`config.mk`:
```
export PLATFORM = sky130hd
export DESIGN_NAME = psw_top
export DESIGN_NICKNAME = d
export VERILOG_FILES = /design/src/design/psw_pkg.sv /design/src/design/psw_top.sv /design/src/design/psw_flash_timer.sv
export VERILOG_INCLUDE_DIRS = /design/src /design/src/design
export SDC_FILE = /design/constraint.sdc
export NUM_CORES = 2
export LEC_CHECK = 0
export ABC_CLOCK_PERIOD_IN_PS = 2200
export BUFFER_PORTS_ARGS = -buffer_cell sky130_fd_sc_hd__buf_2
export CORE_MARGIN = 4
export CORE_UTILIZATION = 50
export DETAILED_ROUTE_END_ITERATION = 10
export GPL_TIMING_DRIVEN = 0
export PLACE_DENSITY = 0.69
export SETUP_SLACK_MARGIN = 0.15
export SLEW_MARGIN = 10
export SYNTH_ARGS = -nofsm -noshare
export SYNTH_HDL_FRONTEND = slang
export SYNTH_SLANG_ARGS = --single-unit
```
`constraint.sdc`:
```
create_clock -name clock_i -period 2.2 [get_ports clock_i]
set_clock_uncertainty 0.05 [all_clocks]
set_input_delay 0.22 -clock clock_i [delete_from_list [all_inputs] [get_ports clock_i]]
set_output_delay 0.22 -clock clock_i [all_outputs]
set_load 0.01 [all_outputs]
```
`src/design/psw_params.svh`:
```
`ifndef PSW_PARAMS_SVH
`define PSW_PARAMS_SVH

// Register byte offsets on APB
`define PSW_OFF_CORE_CTL    8'h00
`define PSW_OFF_WIN_PAGE    8'h04
`define PSW_OFF_TBL_PAGE    8'h08
`define PSW_OFF_FL_CTL      8'h0c
`define PSW_OFF_FL_KEY      8'h10
`define PSW_PADDR_W         8

// Field positions
`define PSW_VIS_BIT         2
`define PSW_WR_BIT          15
`define PSW_WRITE_ENABLE_BIT_BIT        14
`define PSW_SEQUENCE_ERROR_FLAG_BIT       13
`define PSW_ERASE_BIT       6
`define PSW_EA_MSB          15
`define PSW_ROW_LSB         7
`define PSW_PAGE_LSB        10

// Operation codes and key values
`define PSW_OP_PAGE_ERASE   4'h2
`define PSW_OP_ROW          4'h1
`define PSW_OP_WORD         4'h3
`define PSW_KEY_FIRST       8'h55
`define PSW_KEY_SECOND      8'haa

// Geometry and oscillator cycle counts
`define PSW_ROW_WORDS       64
`define PSW_ROW_OSC_CYCLES  11064
`define PSW_ERASE_OSC_CYCLES 11064
`define PSW_WORD_OSC_CYCLES 200
`define PSW_OSC_CNT_W       16

`endif

```
`src/design/psw_pkg.sv`:
```
`include "psw_params.svh"

package psw_pkg;

   typedef enum logic {
      PSW_FL_IDLE = 1'b0,
      PSW_FL_BUSY = 1'b1
   } psw_fl_state_t;

   typedef enum logic [1:0] {
      PSW_KEY_LOCKED = 2'b00,
      PSW_KEY_HALF   = 2'b01,
      PSW_KEY_ARMED  = 2'b11
   } psw_key_t;

   typedef enum logic [1:0] {
      PSW_ACC_IDLE = 2'b00,
      PSW_ACC_WIN  = 2'b01,
      PSW_ACC_TRD  = 2'b11,
      PSW_ACC_TWR  = 2'b10
   } psw_acc_t;

   typedef enum logic [1:0] {
      PSW_CMD_ERASE_PAGE = 2'b00,
      PSW_CMD_PROG_ROW   = 2'b01,
      PSW_CMD_PROG_WORD  = 2'b11
   } psw_cmd_kind_t;

   typedef struct packed {
      psw_cmd_kind_t kind;
      logic [23:0]   addr;
   } psw_fl_cmd_t;

   typedef struct packed {
      logic        req;
      logic [15:0] ea;
      logic        is_move;
      logic        rpt_active;
      logic        rpt_edge;
   } psw_win_req_t;

   typedef struct packed {
      logic        req;
      logic        write;
      logic        high;
      logic        byte_mode;
      logic [15:0] ea;
      logic [15:0] wdata;
   } psw_tbl_req_t;

   typedef struct packed {
      logic                        sync1;
      logic                        sync2;
      logic                        last;
      logic                        run;
      logic [`PSW_OSC_CNT_W-1:0]   cnt;
      logic                        done;
   } psw_tmr_state_t;

   typedef struct packed {
      logic                             pready;
      logic                             pslverr;
      logic [31:0]                      prdata;
      logic                             vis_en;
      logic [7:0]                       win_page;
      logic [7:0]                       tbl_page;
      logic                             write_enable_bit;
      logic                             sequence_error_flag;
      logic                             erase;
      logic [3:0]                       op;
      psw_fl_state_t                    fst;
      psw_key_t                         key;
      logic                             fl_start;
      psw_fl_cmd_t                      fl_cmd;
      psw_acc_t                         acc;
      logic [23:0]                      acc_addr;
      logic                             acc_high;
      logic                             acc_byte;
      logic [15:0]                      acc_wdata;
      logic [1:0]                       acc_extra;
      logic                             pm_rd;
      logic [23:0]                      pm_raddr;
      logic                             win_valid;
      logic [15:0]                      win_data;
      logic [1:0]                       win_extra;
      logic                             tbl_done;
      logic [15:0]                      tbl_rdata;
      logic                             stall;
      logic [23:0]                      buf_q;
      logic [`PSW_ROW_WORDS-1:0][23:0]  hold;
   } psw_state_t;

endpackage : psw_pkg

```
`src/design/psw_top.sv`:
```
// Local design decisions: the APB slave port and the register addresses.
`timescale 1ns/1ps
`include "psw_params.svh"
// Functional notes
// - Window read needs address MSB and enable
// - Window page forms upper program address bits
// - Window covers data addresses 0x8000 upward
// - Window read returns low 16 bits only
// - Window read stretched by one cycle
// - Table instructions suspend window access
// - Outside repeat: moves plus one, others plus two
// - Repeat edges plus two, middle iterations none
// - Rows of 64 words, pages of 512
// - Pages and rows aligned from memory start
// - Buffers loaded in order from one row
// - Table write completes in two cycles
// - Table address is page then effective address
// - Low instructions bits 15-0, high 23-16
// - Processor stalls during program or erase
// - Start bit launches, hardware clears at end
// - Duration counted in fast oscillator cycles
// - Key 0x55 then 0xAA before start
// - Write enable bit required for any operation
// - Error flag on bad attempt, cleared on success
// - Operation codes select erase, row, word

module psw_top #(
   parameter int ROW_OSC_CYCLES   = `PSW_ROW_OSC_CYCLES,
   parameter int ERASE_OSC_CYCLES = `PSW_ERASE_OSC_CYCLES,
   parameter int WORD_OSC_CYCLES  = `PSW_WORD_OSC_CYCLES
) (
   input  wire logic                     clock_i,
   input  wire logic                     rstn_i,
   input  wire logic                     psel_i,
   input  wire logic                     penable_i,
   input  wire logic                     pwrite_i,
   input  wire logic [`PSW_PADDR_W-1:0]  paddr_i,
   input  wire logic [31:0]              pwdata_i,
   output logic                          pready_o,
   output logic                          pslverr_o,
   output logic [31:0]                   prdata_o,
   input  wire psw_pkg::psw_win_req_t    win_req_i,
   input  wire psw_pkg::psw_tbl_req_t    tbl_req_i,
   input  wire logic [23:0]              pm_rdata_i,
   output logic                          pm_rd_o,
   output logic [23:0]                   pm_raddr_o,
   output logic                          win_valid_o,
   output logic [15:0]                   win_data_o,
   output logic [1:0]                    win_extra_o,
   output logic                          tbl_done_o,
   output logic [15:0]                   tbl_rdata_o,
   output logic                          stall_o,
   input  wire logic                     frc_clk_i,
   output logic                          fl_start_o,
   output psw_pkg::psw_fl_cmd_t          fl_cmd_o,
   input  wire logic [5:0]               fl_buf_idx_i,
   output logic [23:0]                   fl_buf_data_o,
   output logic                          fl_busy_o
);

   psw_pkg::psw_state_t       st_ff;
   psw_pkg::psw_state_t       nxt_st;
   logic                      tmr_done;
   logic [`PSW_OSC_CNT_W-1:0] tmr_count;
   logic                      acc_free;
   logic                      take_tbl;
   logic                      take_win;
   logic                      apb_setup_acc;
   logic                      apb_commit;
   logic                      addr_ok;
   logic                      op_valid;
   psw_pkg::psw_cmd_kind_t    op_kind;
   logic [15:0]               ctl_wdata;

   assign acc_free = (st_ff.acc == psw_pkg::PSW_ACC_IDLE) && (st_ff.fst == psw_pkg::PSW_FL_IDLE);
   assign take_tbl = acc_free && tbl_req_i.req;
   // Table request wins, so a window read never runs beside one
   assign take_win = acc_free && !tbl_req_i.req && win_req_i.req && st_ff.vis_en
                     && win_req_i.ea[`PSW_EA_MSB];
   assign apb_setup_acc = psel_i && penable_i && !st_ff.pready;
   assign apb_commit    = psel_i && penable_i && st_ff.pready && pwrite_i && !st_ff.pslverr;
   assign addr_ok = (paddr_i == `PSW_OFF_CORE_CTL) || (paddr_i == `PSW_OFF_WIN_PAGE)
                    || (paddr_i == `PSW_OFF_TBL_PAGE) || (paddr_i == `PSW_OFF_FL_CTL)
                    || (paddr_i == `PSW_OFF_FL_KEY);
   assign ctl_wdata = pwdata_i[15:0];

   // Operation decode on the value being written with the start bit
   always_comb begin
      op_valid = 1'b0;
      op_kind  = psw_pkg::PSW_CMD_PROG_ROW;
      if (ctl_wdata[`PSW_ERASE_BIT]) begin
         if (ctl_wdata[3:0] == `PSW_OP_PAGE_ERASE) begin
            op_valid = 1'b1;
            op_kind  = psw_pkg::PSW_CMD_ERASE_PAGE;
         end
      end else if (ctl_wdata[3:0] == `PSW_OP_ROW) begin
         op_valid = 1'b1;
         op_kind  = psw_pkg::PSW_CMD_PROG_ROW;
      end else if (ctl_wdata[3:0] == `PSW_OP_WORD) begin
         op_valid = 1'b1;
         op_kind  = psw_pkg::PSW_CMD_PROG_WORD;
      end
   end

   always_comb begin
      nxt_st           = st_ff;
      nxt_st.fl_start  = 1'b0;
      nxt_st.win_valid = 1'b0;
      nxt_st.tbl_done  = 1'b0;
      nxt_st.pm_rd     = 1'b0;
      nxt_st.pready    = apb_setup_acc;
      nxt_st.pslverr   = apb_setup_acc && !addr_ok;
      nxt_st.prdata    = '0;
      tmr_count        = '0;
      if (apb_setup_acc && !pwrite_i) begin
         case (paddr_i)
            `PSW_OFF_CORE_CTL: nxt_st.prdata[`PSW_VIS_BIT] = st_ff.vis_en;
            `PSW_OFF_WIN_PAGE: nxt_st.prdata[7:0] = st_ff.win_page;
            `PSW_OFF_TBL_PAGE: nxt_st.prdata[7:0] = st_ff.tbl_page;
            `PSW_OFF_FL_CTL: begin
               nxt_st.prdata[`PSW_WR_BIT]    = (st_ff.fst == psw_pkg::PSW_FL_BUSY);
               nxt_st.prdata[`PSW_WRITE_ENABLE_BIT_BIT]  = st_ff.write_enable_bit;
               nxt_st.prdata[`PSW_SEQUENCE_ERROR_FLAG_BIT] = st_ff.sequence_error_flag;
               nxt_st.prdata[`PSW_ERASE_BIT] = st_ff.erase;
               nxt_st.prdata[3:0]            = st_ff.op;
            end
            default: nxt_st.prdata = '0;
         endcase
      end
      if (apb_commit) begin
         // Unlock only survives back-to-back key writes
         if (paddr_i != `PSW_OFF_FL_KEY) begin
            nxt_st.key = psw_pkg::PSW_KEY_LOCKED;
         end
         case (paddr_i)
            `PSW_OFF_CORE_CTL: nxt_st.vis_en = pwdata_i[`PSW_VIS_BIT];
            `PSW_OFF_WIN_PAGE: nxt_st.win_page = pwdata_i[7:0];
            `PSW_OFF_TBL_PAGE: nxt_st.tbl_page = pwdata_i[7:0];
            `PSW_OFF_FL_KEY: begin
               if (pwdata_i[7:0] == `PSW_KEY_FIRST) begin
                  nxt_st.key = psw_pkg::PSW_KEY_HALF;
               end else if (st_ff.key == psw_pkg::PSW_KEY_HALF
                            && pwdata_i[7:0] == `PSW_KEY_SECOND) begin
                  nxt_st.key = psw_pkg::PSW_KEY_ARMED;
               end else begin
                  nxt_st.key = psw_pkg::PSW_KEY_LOCKED;
               end
            end
            `PSW_OFF_FL_CTL: begin
               if (st_ff.fst == psw_pkg::PSW_FL_IDLE) begin
                  nxt_st.write_enable_bit  = ctl_wdata[`PSW_WRITE_ENABLE_BIT_BIT];
                  nxt_st.erase = ctl_wdata[`PSW_ERASE_BIT];
                  nxt_st.op    = ctl_wdata[3:0];
                  if (ctl_wdata[`PSW_WR_BIT]) begin
                     if (st_ff.key == psw_pkg::PSW_KEY_ARMED && ctl_wdata[`PSW_WRITE_ENABLE_BIT_BIT]
                         && op_valid) begin
                        nxt_st.fst          = psw_pkg::PSW_FL_BUSY;
                        nxt_st.fl_start     = 1'b1;
                        nxt_st.fl_cmd.kind  = op_kind;
                        case (op_kind)
                           psw_pkg::PSW_CMD_ERASE_PAGE: begin
                              nxt_st.fl_cmd.addr = {st_ff.fl_cmd.addr[23:`PSW_PAGE_LSB],
                                                    `PSW_PAGE_LSB'(0)};
                              tmr_count = `PSW_OSC_CNT_W'(ERASE_OSC_CYCLES);
                           end
                           psw_pkg::PSW_CMD_PROG_ROW: begin
                              nxt_st.fl_cmd.addr = {st_ff.fl_cmd.addr[23:`PSW_ROW_LSB],
                                                    `PSW_ROW_LSB'(0)};
                              tmr_count = `PSW_OSC_CNT_W'(ROW_OSC_CYCLES);
                           end
                           default: begin
                              nxt_st.fl_cmd.addr = {st_ff.fl_cmd.addr[23:1], 1'b0};
                              tmr_count = `PSW_OSC_CNT_W'(WORD_OSC_CYCLES);
                           end
                        endcase
                     end else begin
                        nxt_st.sequence_error_flag = 1'b1;
                     end
                  end
               end
            end
            default: nxt_st.key = psw_pkg::PSW_KEY_LOCKED;
         endcase
      end
      if (tmr_done) begin
         nxt_st.fst   = psw_pkg::PSW_FL_IDLE;
         nxt_st.sequence_error_flag = 1'b0;
      end
      // Core port: accept in cycle 0, fetch (or buffer write for a table write) in cycle 1, answer in cycle 2
      case (st_ff.acc)
         psw_pkg::PSW_ACC_IDLE: begin
            if (take_tbl) begin
               nxt_st.acc       = tbl_req_i.write ? psw_pkg::PSW_ACC_TWR : psw_pkg::PSW_ACC_TRD;
               nxt_st.acc_addr  = {st_ff.tbl_page, tbl_req_i.ea};
               nxt_st.acc_high  = tbl_req_i.high;
               nxt_st.acc_byte  = tbl_req_i.byte_mode;
               nxt_st.acc_wdata = tbl_req_i.wdata;
               nxt_st.pm_rd     = !tbl_req_i.write;
               nxt_st.pm_raddr  = {st_ff.tbl_page, tbl_req_i.ea};
            end else if (take_win) begin
               nxt_st.acc      = psw_pkg::PSW_ACC_WIN;
               nxt_st.pm_rd    = 1'b1;
               nxt_st.pm_raddr = {1'b0, st_ff.win_page, win_req_i.ea[14:0]};
               if (win_req_i.rpt_active) begin
                  nxt_st.acc_extra = win_req_i.rpt_edge ? 2'h2 : 2'h0;
               end else begin
                  nxt_st.acc_extra = win_req_i.is_move ? 2'h1 : 2'h2;
               end
            end
         end
         psw_pkg::PSW_ACC_WIN: begin
            nxt_st.acc       = psw_pkg::PSW_ACC_IDLE;
            nxt_st.win_valid = 1'b1;
            nxt_st.win_data  = pm_rdata_i[15:0];
            nxt_st.win_extra = st_ff.acc_extra;
         end
         psw_pkg::PSW_ACC_TRD: begin
            nxt_st.acc      = psw_pkg::PSW_ACC_IDLE;
            nxt_st.tbl_done = 1'b1;
            if (st_ff.acc_high) begin
               nxt_st.tbl_rdata = (st_ff.acc_byte && st_ff.acc_addr[0]) ? 16'h0000
                                  : {8'h00, pm_rdata_i[23:16]};
            end else if (st_ff.acc_byte) begin
               nxt_st.tbl_rdata = {8'h00, st_ff.acc_addr[0] ? pm_rdata_i[15:8]
                                                            : pm_rdata_i[7:0]};
            end else begin
               nxt_st.tbl_rdata = pm_rdata_i[15:0];
            end
         end
         psw_pkg::PSW_ACC_TWR: begin
            nxt_st.acc         = psw_pkg::PSW_ACC_IDLE;
            nxt_st.tbl_done    = 1'b1;
            nxt_st.fl_cmd.addr = st_ff.acc_addr;
            // Index from the word address; software keeps one aligned row
            if (st_ff.acc_high) begin
               if (!(st_ff.acc_byte && st_ff.acc_addr[0])) begin
                  nxt_st.hold[st_ff.acc_addr[6:1]][23:16] = st_ff.acc_wdata[7:0];
               end
            end else if (st_ff.acc_byte) begin
               if (st_ff.acc_addr[0]) begin
                  nxt_st.hold[st_ff.acc_addr[6:1]][15:8] = st_ff.acc_wdata[7:0];
               end else begin
                  nxt_st.hold[st_ff.acc_addr[6:1]][7:0] = st_ff.acc_wdata[7:0];
               end
            end else begin
               nxt_st.hold[st_ff.acc_addr[6:1]][15:0] = st_ff.acc_wdata;
            end
         end
         default: nxt_st.acc = psw_pkg::PSW_ACC_IDLE;
      endcase
      // Buffers only change through the core port, which is closed while busy
      nxt_st.buf_q = st_ff.hold[fl_buf_idx_i];
      nxt_st.stall = (nxt_st.fst == psw_pkg::PSW_FL_BUSY)
                     || (nxt_st.acc != psw_pkg::PSW_ACC_IDLE);
   end

   always_ff @(posedge clock_i or negedge rstn_i) begin
      if (!rstn_i) begin
         st_ff <= '0;
      end else begin
         st_ff <= nxt_st;
      end
   end

   psw_flash_timer u_timer (
      .clock_i   (clock_i),
      .rstn_i    (rstn_i),
      .frc_clk_i (frc_clk_i),
      .start_i   (nxt_st.fl_start),
      .count_i   (tmr_count),
      .done_o    (tmr_done)
   );

   assign pready_o      = st_ff.pready;
   assign pslverr_o     = st_ff.pslverr;
   assign prdata_o      = st_ff.prdata;
   assign pm_rd_o       = st_ff.pm_rd;
   assign pm_raddr_o    = st_ff.pm_raddr;
   assign win_valid_o   = st_ff.win_valid;
   assign win_data_o    = st_ff.win_data;
   assign win_extra_o   = st_ff.win_extra;
   assign tbl_done_o    = st_ff.tbl_done;
   assign tbl_rdata_o   = st_ff.tbl_rdata;
   assign stall_o       = st_ff.stall;
   assign fl_start_o    = st_ff.fl_start;
   assign fl_cmd_o      = st_ff.fl_cmd;
   assign fl_buf_data_o = st_ff.buf_q;
   assign fl_busy_o     = (st_ff.fst == psw_pkg::PSW_FL_BUSY);
endmodule : psw_top

```
`src/design/psw_flash_timer.sv`:
```
`timescale 1ns/1ps
`include "psw_params.svh"

module psw_flash_timer (
   input  wire logic                      clock_i,
   input  wire logic                      rstn_i,
   input  wire logic                      frc_clk_i,
   input  wire logic                      start_i,
   input  wire logic [`PSW_OSC_CNT_W-1:0] count_i,
   output logic                           done_o
);

   psw_pkg::psw_tmr_state_t st_ff;
   psw_pkg::psw_tmr_state_t nxt_st;

   // Oscillator edges counted after a two-stage synchroniser; tuning already
   // shifts the oscillator rate, so the duration follows it
   always_comb begin
      nxt_st       = st_ff;
      nxt_st.sync1 = frc_clk_i;
      nxt_st.sync2 = st_ff.sync1;
      nxt_st.last  = st_ff.sync2;
      nxt_st.done  = 1'b0;
      if (start_i) begin
         nxt_st.run = 1'b1;
         nxt_st.cnt = count_i;
      end else if (st_ff.run && st_ff.sync2 && !st_ff.last) begin
         if (st_ff.cnt <= `PSW_OSC_CNT_W'(1)) begin
            nxt_st.run  = 1'b0;
            nxt_st.cnt  = '0;
            nxt_st.done = 1'b1;
         end else begin
            nxt_st.cnt = st_ff.cnt - `PSW_OSC_CNT_W'(1);
         end
      end
   end

   always_ff @(posedge clock_i or negedge rstn_i) begin
      if (!rstn_i) begin
         st_ff <= '0;
      end else begin
         st_ff <= nxt_st;
      end
   end

   assign done_o = st_ff.done;

endmodule : psw_flash_timer

```
**Yosys cells after proc, flatten, opt, wreduce, memory -nomap -nowiden**

Index checks and enable logic that the tools add are counted.

- Add/subtract/negate cells: 1
- $lt $le $gt $ge: 4
- Equality and inequality tests: 22
- Mux-type cells: 81
- Bitwise operators: 2
- Reductions and logical operators: 67

Operator list:

| operator | number |
|---|---|
| 1536-bit bitwise mux | 4 |
| 1536-bit two-way mux | 4 |
| 24-bit demux with 6-bit select | 4 |
| 24-bit binary-select mux with 6-bit select | 1 |
| 27-bit two-way mux | 4 |
| 16-bit two-way mux | 6 |
| 14-bit two-way mux | 6 |
| 25-bit two-way mux | 3 |
| 24-bit two-way mux | 3 |
| 36-bit two-way mux | 1 |
| 8-bit two-way mux | 3 |
| 2-bit nonzero test | 12 |
| 2-bit two-way mux | 11 |
| 1-bit logical AND | 20 |
| 10-bit case mux with 2 select lines | 1 |
| 19-bit two-way mux | 1 |
| 18-bit two-way mux | 1 |
| 17-bit two-way mux | 1 |
| 8-bit by 4-bit equality test with 1-bit output (second input constant) | 2 |
| 16-bit by 1-bit <= comparator with 1-bit output (second input constant) | 1 |
| 1-bit two-way mux | 16 |
| 2-bit AND reduction | 8 |
| 16-bit by 1-bit subtractor with 16-bit output (second input constant) | 1 |
| 5-bit AND reduction | 3 |
| other kinds (32) | 60 |

- Register bits after elaboration: 1777
- Input port bits: 132
- Output and inout port bits: 148
- Logic and storage cells: 280

**Depth between registers and ports, before layout**

- Depth after elaboration: 13
- Gate-level depth with buffers: 9
- Depth with buffers taken out: 7

**Modules after synthesis**

A second synthesis with hierarchy kept.

- Cells, all modules: 6196
- Area, all modules: 80702.4 um2

Modules (own cells, without submodules):

| module | instances | cells an instance | area each (um2) | seq. area each (um2) |
|---|---|---|---|---|
| psw_top | 1 | 6063 | 79490.0 | 43416.6 |
| psw_flash_timer | 1 | 133 | 1212.4 | 525.5 |

**Worst setup path before layout**

OpenSTA, ideal clock, no wires.

- Kind: input port to flip-flop
- Start point: in paddr_i[5]
- End point: reg u_timer.st_ff[6] (netlist bit)
- Setup time: 0.124 ns
- Arrival time: 2.226 ns
- Required time: 2.026 ns
- Setup slack: -0.200 ns
- Cell stages on the path: 8
- Path buffers: 2
- Path through: or4_1 > or3_1 > buf_2 > or4_4 > or2_0 > buf_2 > clkinv_2 > o21bai_1

RTL lines:

| item | RTL line | source |
|---|---|---|
| start: declaration | psw_top.sv:37 | `` input wire logic [`PSW_PADDR_W-1:0] paddr_i, `` |
| end signal: assignment | psw_flash_timer.sv:42 | `st_ff <= nxt_st;` |
| end: declaration | psw_flash_timer.sv:13 | `psw_pkg::psw_tmr_state_t st_ff;` |

**Worst setup path after layout**

- Start point: reg st_ff[1640] (netlist bit)
- End point: reg st_ff[1518] (netlist bit)

- Cells in the longest elaborated chain, start to end: 3
- Elaborated cells between the ends (all ways): 5
- Classes of those cells: eq/ne: 1; mux: 2; reduce/logical: 2

RTL lines:

| item | RTL line | source |
|---|---|---|
| start: declaration | psw_top.sv:61 | `psw_pkg::psw_state_t st_ff;` |
| start signal: assignment | psw_top.sv:261 | `st_ff <= nxt_st;` |
| 1-bit logical AND | psw_top.sv:236 | `if (!(st_ff.acc_byte && st_ff.acc_addr[0])) begin` |
| 2-bit != test (no source line) | - |  |
| 2-bit AND reduction (no source line) | - |  |

Several ways; a longest one is shown, not always the timed one.
A chain may end at the register's enable or synchronous reset.

==> flow_summary.yaml <==
status:
  status: "complete, but fails checks"
  failed_checks: "hold timing, setup timing"
hold_path:
  min_path_type: "primary input to asynchronous set/reset pin"
clocking:
  cts_hold_buf: 104
  cts_made_buffers: 183
  clock-root-buffer: "clkbuf_16"
  cts_tree: "built"
  clk_latency_ps: 830
  cts-htree-levels: 4
  cts.sinks: 1756
  cts_buffer_depth: 3
  clkTransAtPathRegs_ps: 60
global_routing:
  grt_pass1_wl_mm: 411
  track_usage_pct: 34.8
  grt-ovfl-total: 0
  grt_pass1_vias: 58662
  grt_max_degree: 150
  antenna_found_initial: 27
worst_setup_path:
  cp.arrival_ps: 3090
  crit_fanout: 8
  cp_slowest_cell: "dfrtp_1"
  path_common_cell: "clkbuf_16"
  critical_path.max_stage_delay_ps: 440
  worstSetupPathType: "register to register"
  worstPathCellList: "and2_4, clkbuf_16, clkbuf_16, nor3_4, buf_12, clkbuf_16, buf_12, buf_16, nand2_8, mux2_4"
  critPathLaunchType: "register"
  end_kind: "register"
  critPathRequiredTime_ps: 2850
  reg2reg_depth: 10
yosys:
  synth.avg_cell_area_sq_um: 12.8
  syn_inst: 6148
  ys_ff_latch: 1756
  synthArstFlopShare_pct: 100
  yosys_warnings: 0
  synth_cell_types: 58
  synth_edf_count: 0
  syn-cell-area_sq_um: 78600
  ys_seq_area_share_pct: 55.9
  ys.flop_type: "dfrtp_1"
timing:
  setup-violations-final: 1002
  timing.final.crit_share_pct: 111
  hold_viol: 243
  fmax_ghz: 0.409
  rsz0062_at_grt: "yes"
  worst_hold_slack_ps: -619
  period_needed_ps: 2440
  slew_violations: 0
  relSlewSlack_pct: 16.4
  worst_pin_slew_ps: 1250
  layout_setup_ws_ps: -243
cells_and_area:
  multi_input_area_sq_um: 35500
  drive_above_1_share_pct: 43.1
  nets: 7013
  area_growth_pct: 24.8
  fill_cells: 11395
  final_cells: 9097
  ff_latch_area_sq_um: 43900
  fin_area_sq_um: 98100
floorplan:
  fp-row-count: 145
  die_w_um: 404
  initial_core_util_pct: 50.3
  die_h_um: 404
  die_area_sq_um: 164000
  core_sq_um: 156000
  io_pins: 280
routing:
  wl_mm: 292
  dr.first_iter.drc_count: 6788
  wl_per_cell_um: 32.1
  ant_nets: 0
  vias_per_cell: 6.49
  vias: 59023
  drtPass1Iterations: 8
  drcViolationCount: 0
place:
  place_area_sq_um: 83200
  dpl_worst_slack_ps: -2720
  gp_congestion: 0.949
  port_buffers: 230
  hpwl_mm: 197
  place_inst: 8473
power:
  powerDensity_nw_per_um2: 863
  p_leak_nw: 47.1
  power_w: 0.0846
  peakVddDrop_uv: 865
flow_run:
  drv_cap: 0
==> Yosys cell counts (3+ instances only) <==
master / number / area share [%]
nand3_1: 31 / 0.20
o22ai_1: 35 / 0.28
or4_1: 5 / 0.048
o211ai_1: 23 / 0.22
o21bai_1: 3 / 0.029
and2_1: 6 / 0.048
inv_1: 9 / 0.043
mux4_2: 314 / 9.0
or3_1: 8 / 0.064
o221ai_1: 8 / 0.089
a221oi_1: 41 / 0.46
nor3_1: 21 / 0.13
a31o_2: 7 / 0.078
clkbuf_1: 349 / 1.7
nor4_1: 17 / 0.14
dfrtp_1: 1756 / 56
mux2_2: 1083 / 16
a211oi_1: 9 / 0.086
a21oi_1: 60 / 0.38
buf_4: 140 / 1.3
nand2b_1: 24 / 0.19
buf_2: 64 / 0.41
o22a_1: 15 / 0.17
nand3b_1: 12 / 0.11
a22o_1: 12 / 0.13
mux2i_1: 169 / 2.2
or2_2: 10 / 0.080
and3_1: 12 / 0.096
nor4bb_1: 5 / 0.064
or3b_2: 9 / 0.10
nor3b_1: 4 / 0.038
nor2b_1: 29 / 0.23
buf_1: 42 / 0.20
o21ai_0: 576 / 3.7
nor2_1: 94 / 0.45
nand2_1: 986 / 4.7
a31oi_1: 41 / 0.33
a22oi_1: 92 / 0.88
==> critical path: cells and delay by family, from the launching register on <==
family,cells,cell delay [ps]
simple gates,3,460
flops,1,440
mux,1,330
buf+inv,6,990
==> cells in the final DEF (no fill, tap or decap), types with 34 or more instances in the layout <==
cell           Yosys  routed
nand2_1          986     785
nand2_8            0      69
nand2_4            0      90
mux4_2           314     314
nand2_2            0      42
a22oi_1           92      83
buf_6              0      79
clkbuf_1         349     181
buf_8              0      36
clkbuf_4           0      34
mux2i_1          169     162
dfrtp_1         1756    1752
clkbuf_8           0      77
clkbuf_16          0     222
buf_2             64     245
o21ai_0          576     496
mux2_2          1083    1076
a21oi_1           60      48
nor2_4             0      58
clkbuf_2           0      76
o21ai_1            0      55
dlygate4sd3_1      0     104
a31oi_1           41      39
buf_4            140     279
buf_12             0      43
==> kinds of logic (layout without fill, tap and decap cells) <==
kind of cell / Yosys count / count (layout) / synth area share, %
flops: 1756 / 1756 / 55.9
mux: 1566 / 1566 / 26.7
simple gates: 1286 / 1286 / 6.84
compound gates: 930 / 930 / 6.87
buf+inv: 607 / 1464 / 3.67
fa+ha+maj: 2 / 2 / 0.0318
other cells: 1 / 35 / 0.00477
==> routing by layer <==
metal	track usage (%)	vias up	wire length, um
met5	0	-	67
met4	22.8	12	24500
met3	11.6	1113	34200
met2	51.3	3762	128000
met1	44.0	30622	105000
li1	-	23514	-
==> stage by stage <==
| stage | utilization [%] | setup TNS, ps |
|---|---|---|
| 5_1_grt | 62.8 | -120120 |
| 3_3_place_gp | 53.0 | - |
| 2_1_floorplan | - | -1520 |
| 4_1_cts | 61.0 | -47130 |
| 6_report | 62.8 | -98720 |
| 3_5_place_dp | 53.3 | -2405860 |
==> final timing paths <==
check / from / slack (ps) / endpoint
min in group clock_i: paddr_i[1] / 20 / st_ff[1704]$_DFFE_PN0P_
worst min-delay path: rstn_i / -620 / st_ff[1091]$_DFFE_PN0P_
worst max register to register: st_ff[1640]$_DFFE_PN0P_ / -240 / st_ff[1518]$_DFFE_PN0P_
worst min register to register: u_timer.nxt_st[19]$_DFF_PN0_ / 320 / u_timer.nxt_st[18]$_DFF_PN0_
worst max-delay path: st_ff[1640]$_DFFE_PN0P_ / -240 / st_ff[1518]$_DFFE_PN0P_
max in group asynchronous: rstn_i / 570 / st_ff[1373]$_DFFE_PN0P_
==> state kept, by name, summed over array words and instances, names as in the netlist, 2 cells and up <==
signal          cells
st_ff            1608
fl_cmd_o           26
fl_buf_data_o      24
pm_raddr_o         24
u_timer.st_ff      18
tbl_rdata_o        16
win_data_o         16
prdata_o           11
u_timer.nxt_st      2
win_extra_o         2
==> final cells by class <==
type,count,share of cell area (%)
antenna,14,0.0357
buffer,583,4.81
clock buffer,279,5.60
clock inverter,52,0.732
inverter,12,0.0625
multi-input combinational,3805,36.2
sequential,1756,44.8
tap,2058,2.63
timing repair buffer,537,5.09
timing repair inverter,1,0.0115
==> repair_timing <==
item,CTS,global route
gates cloned,10,29
setup buffers,71,77
endpoints found under the setup margin,2152,1906
resized for setup,1031,532
hold endpoints to repair,267,132
pin swaps,44,36
==> report_power, final <==
part           switching [W]  leakage (nW)  total (W)  internal (W)
clock                 0.0136          3.06     0.0323        0.0186
combinational        0.00933          19.9     0.0154       0.00602
sequential           0.00172          24.1     0.0370        0.0353
Note: power is estimated with default switching activity, not from simulation.
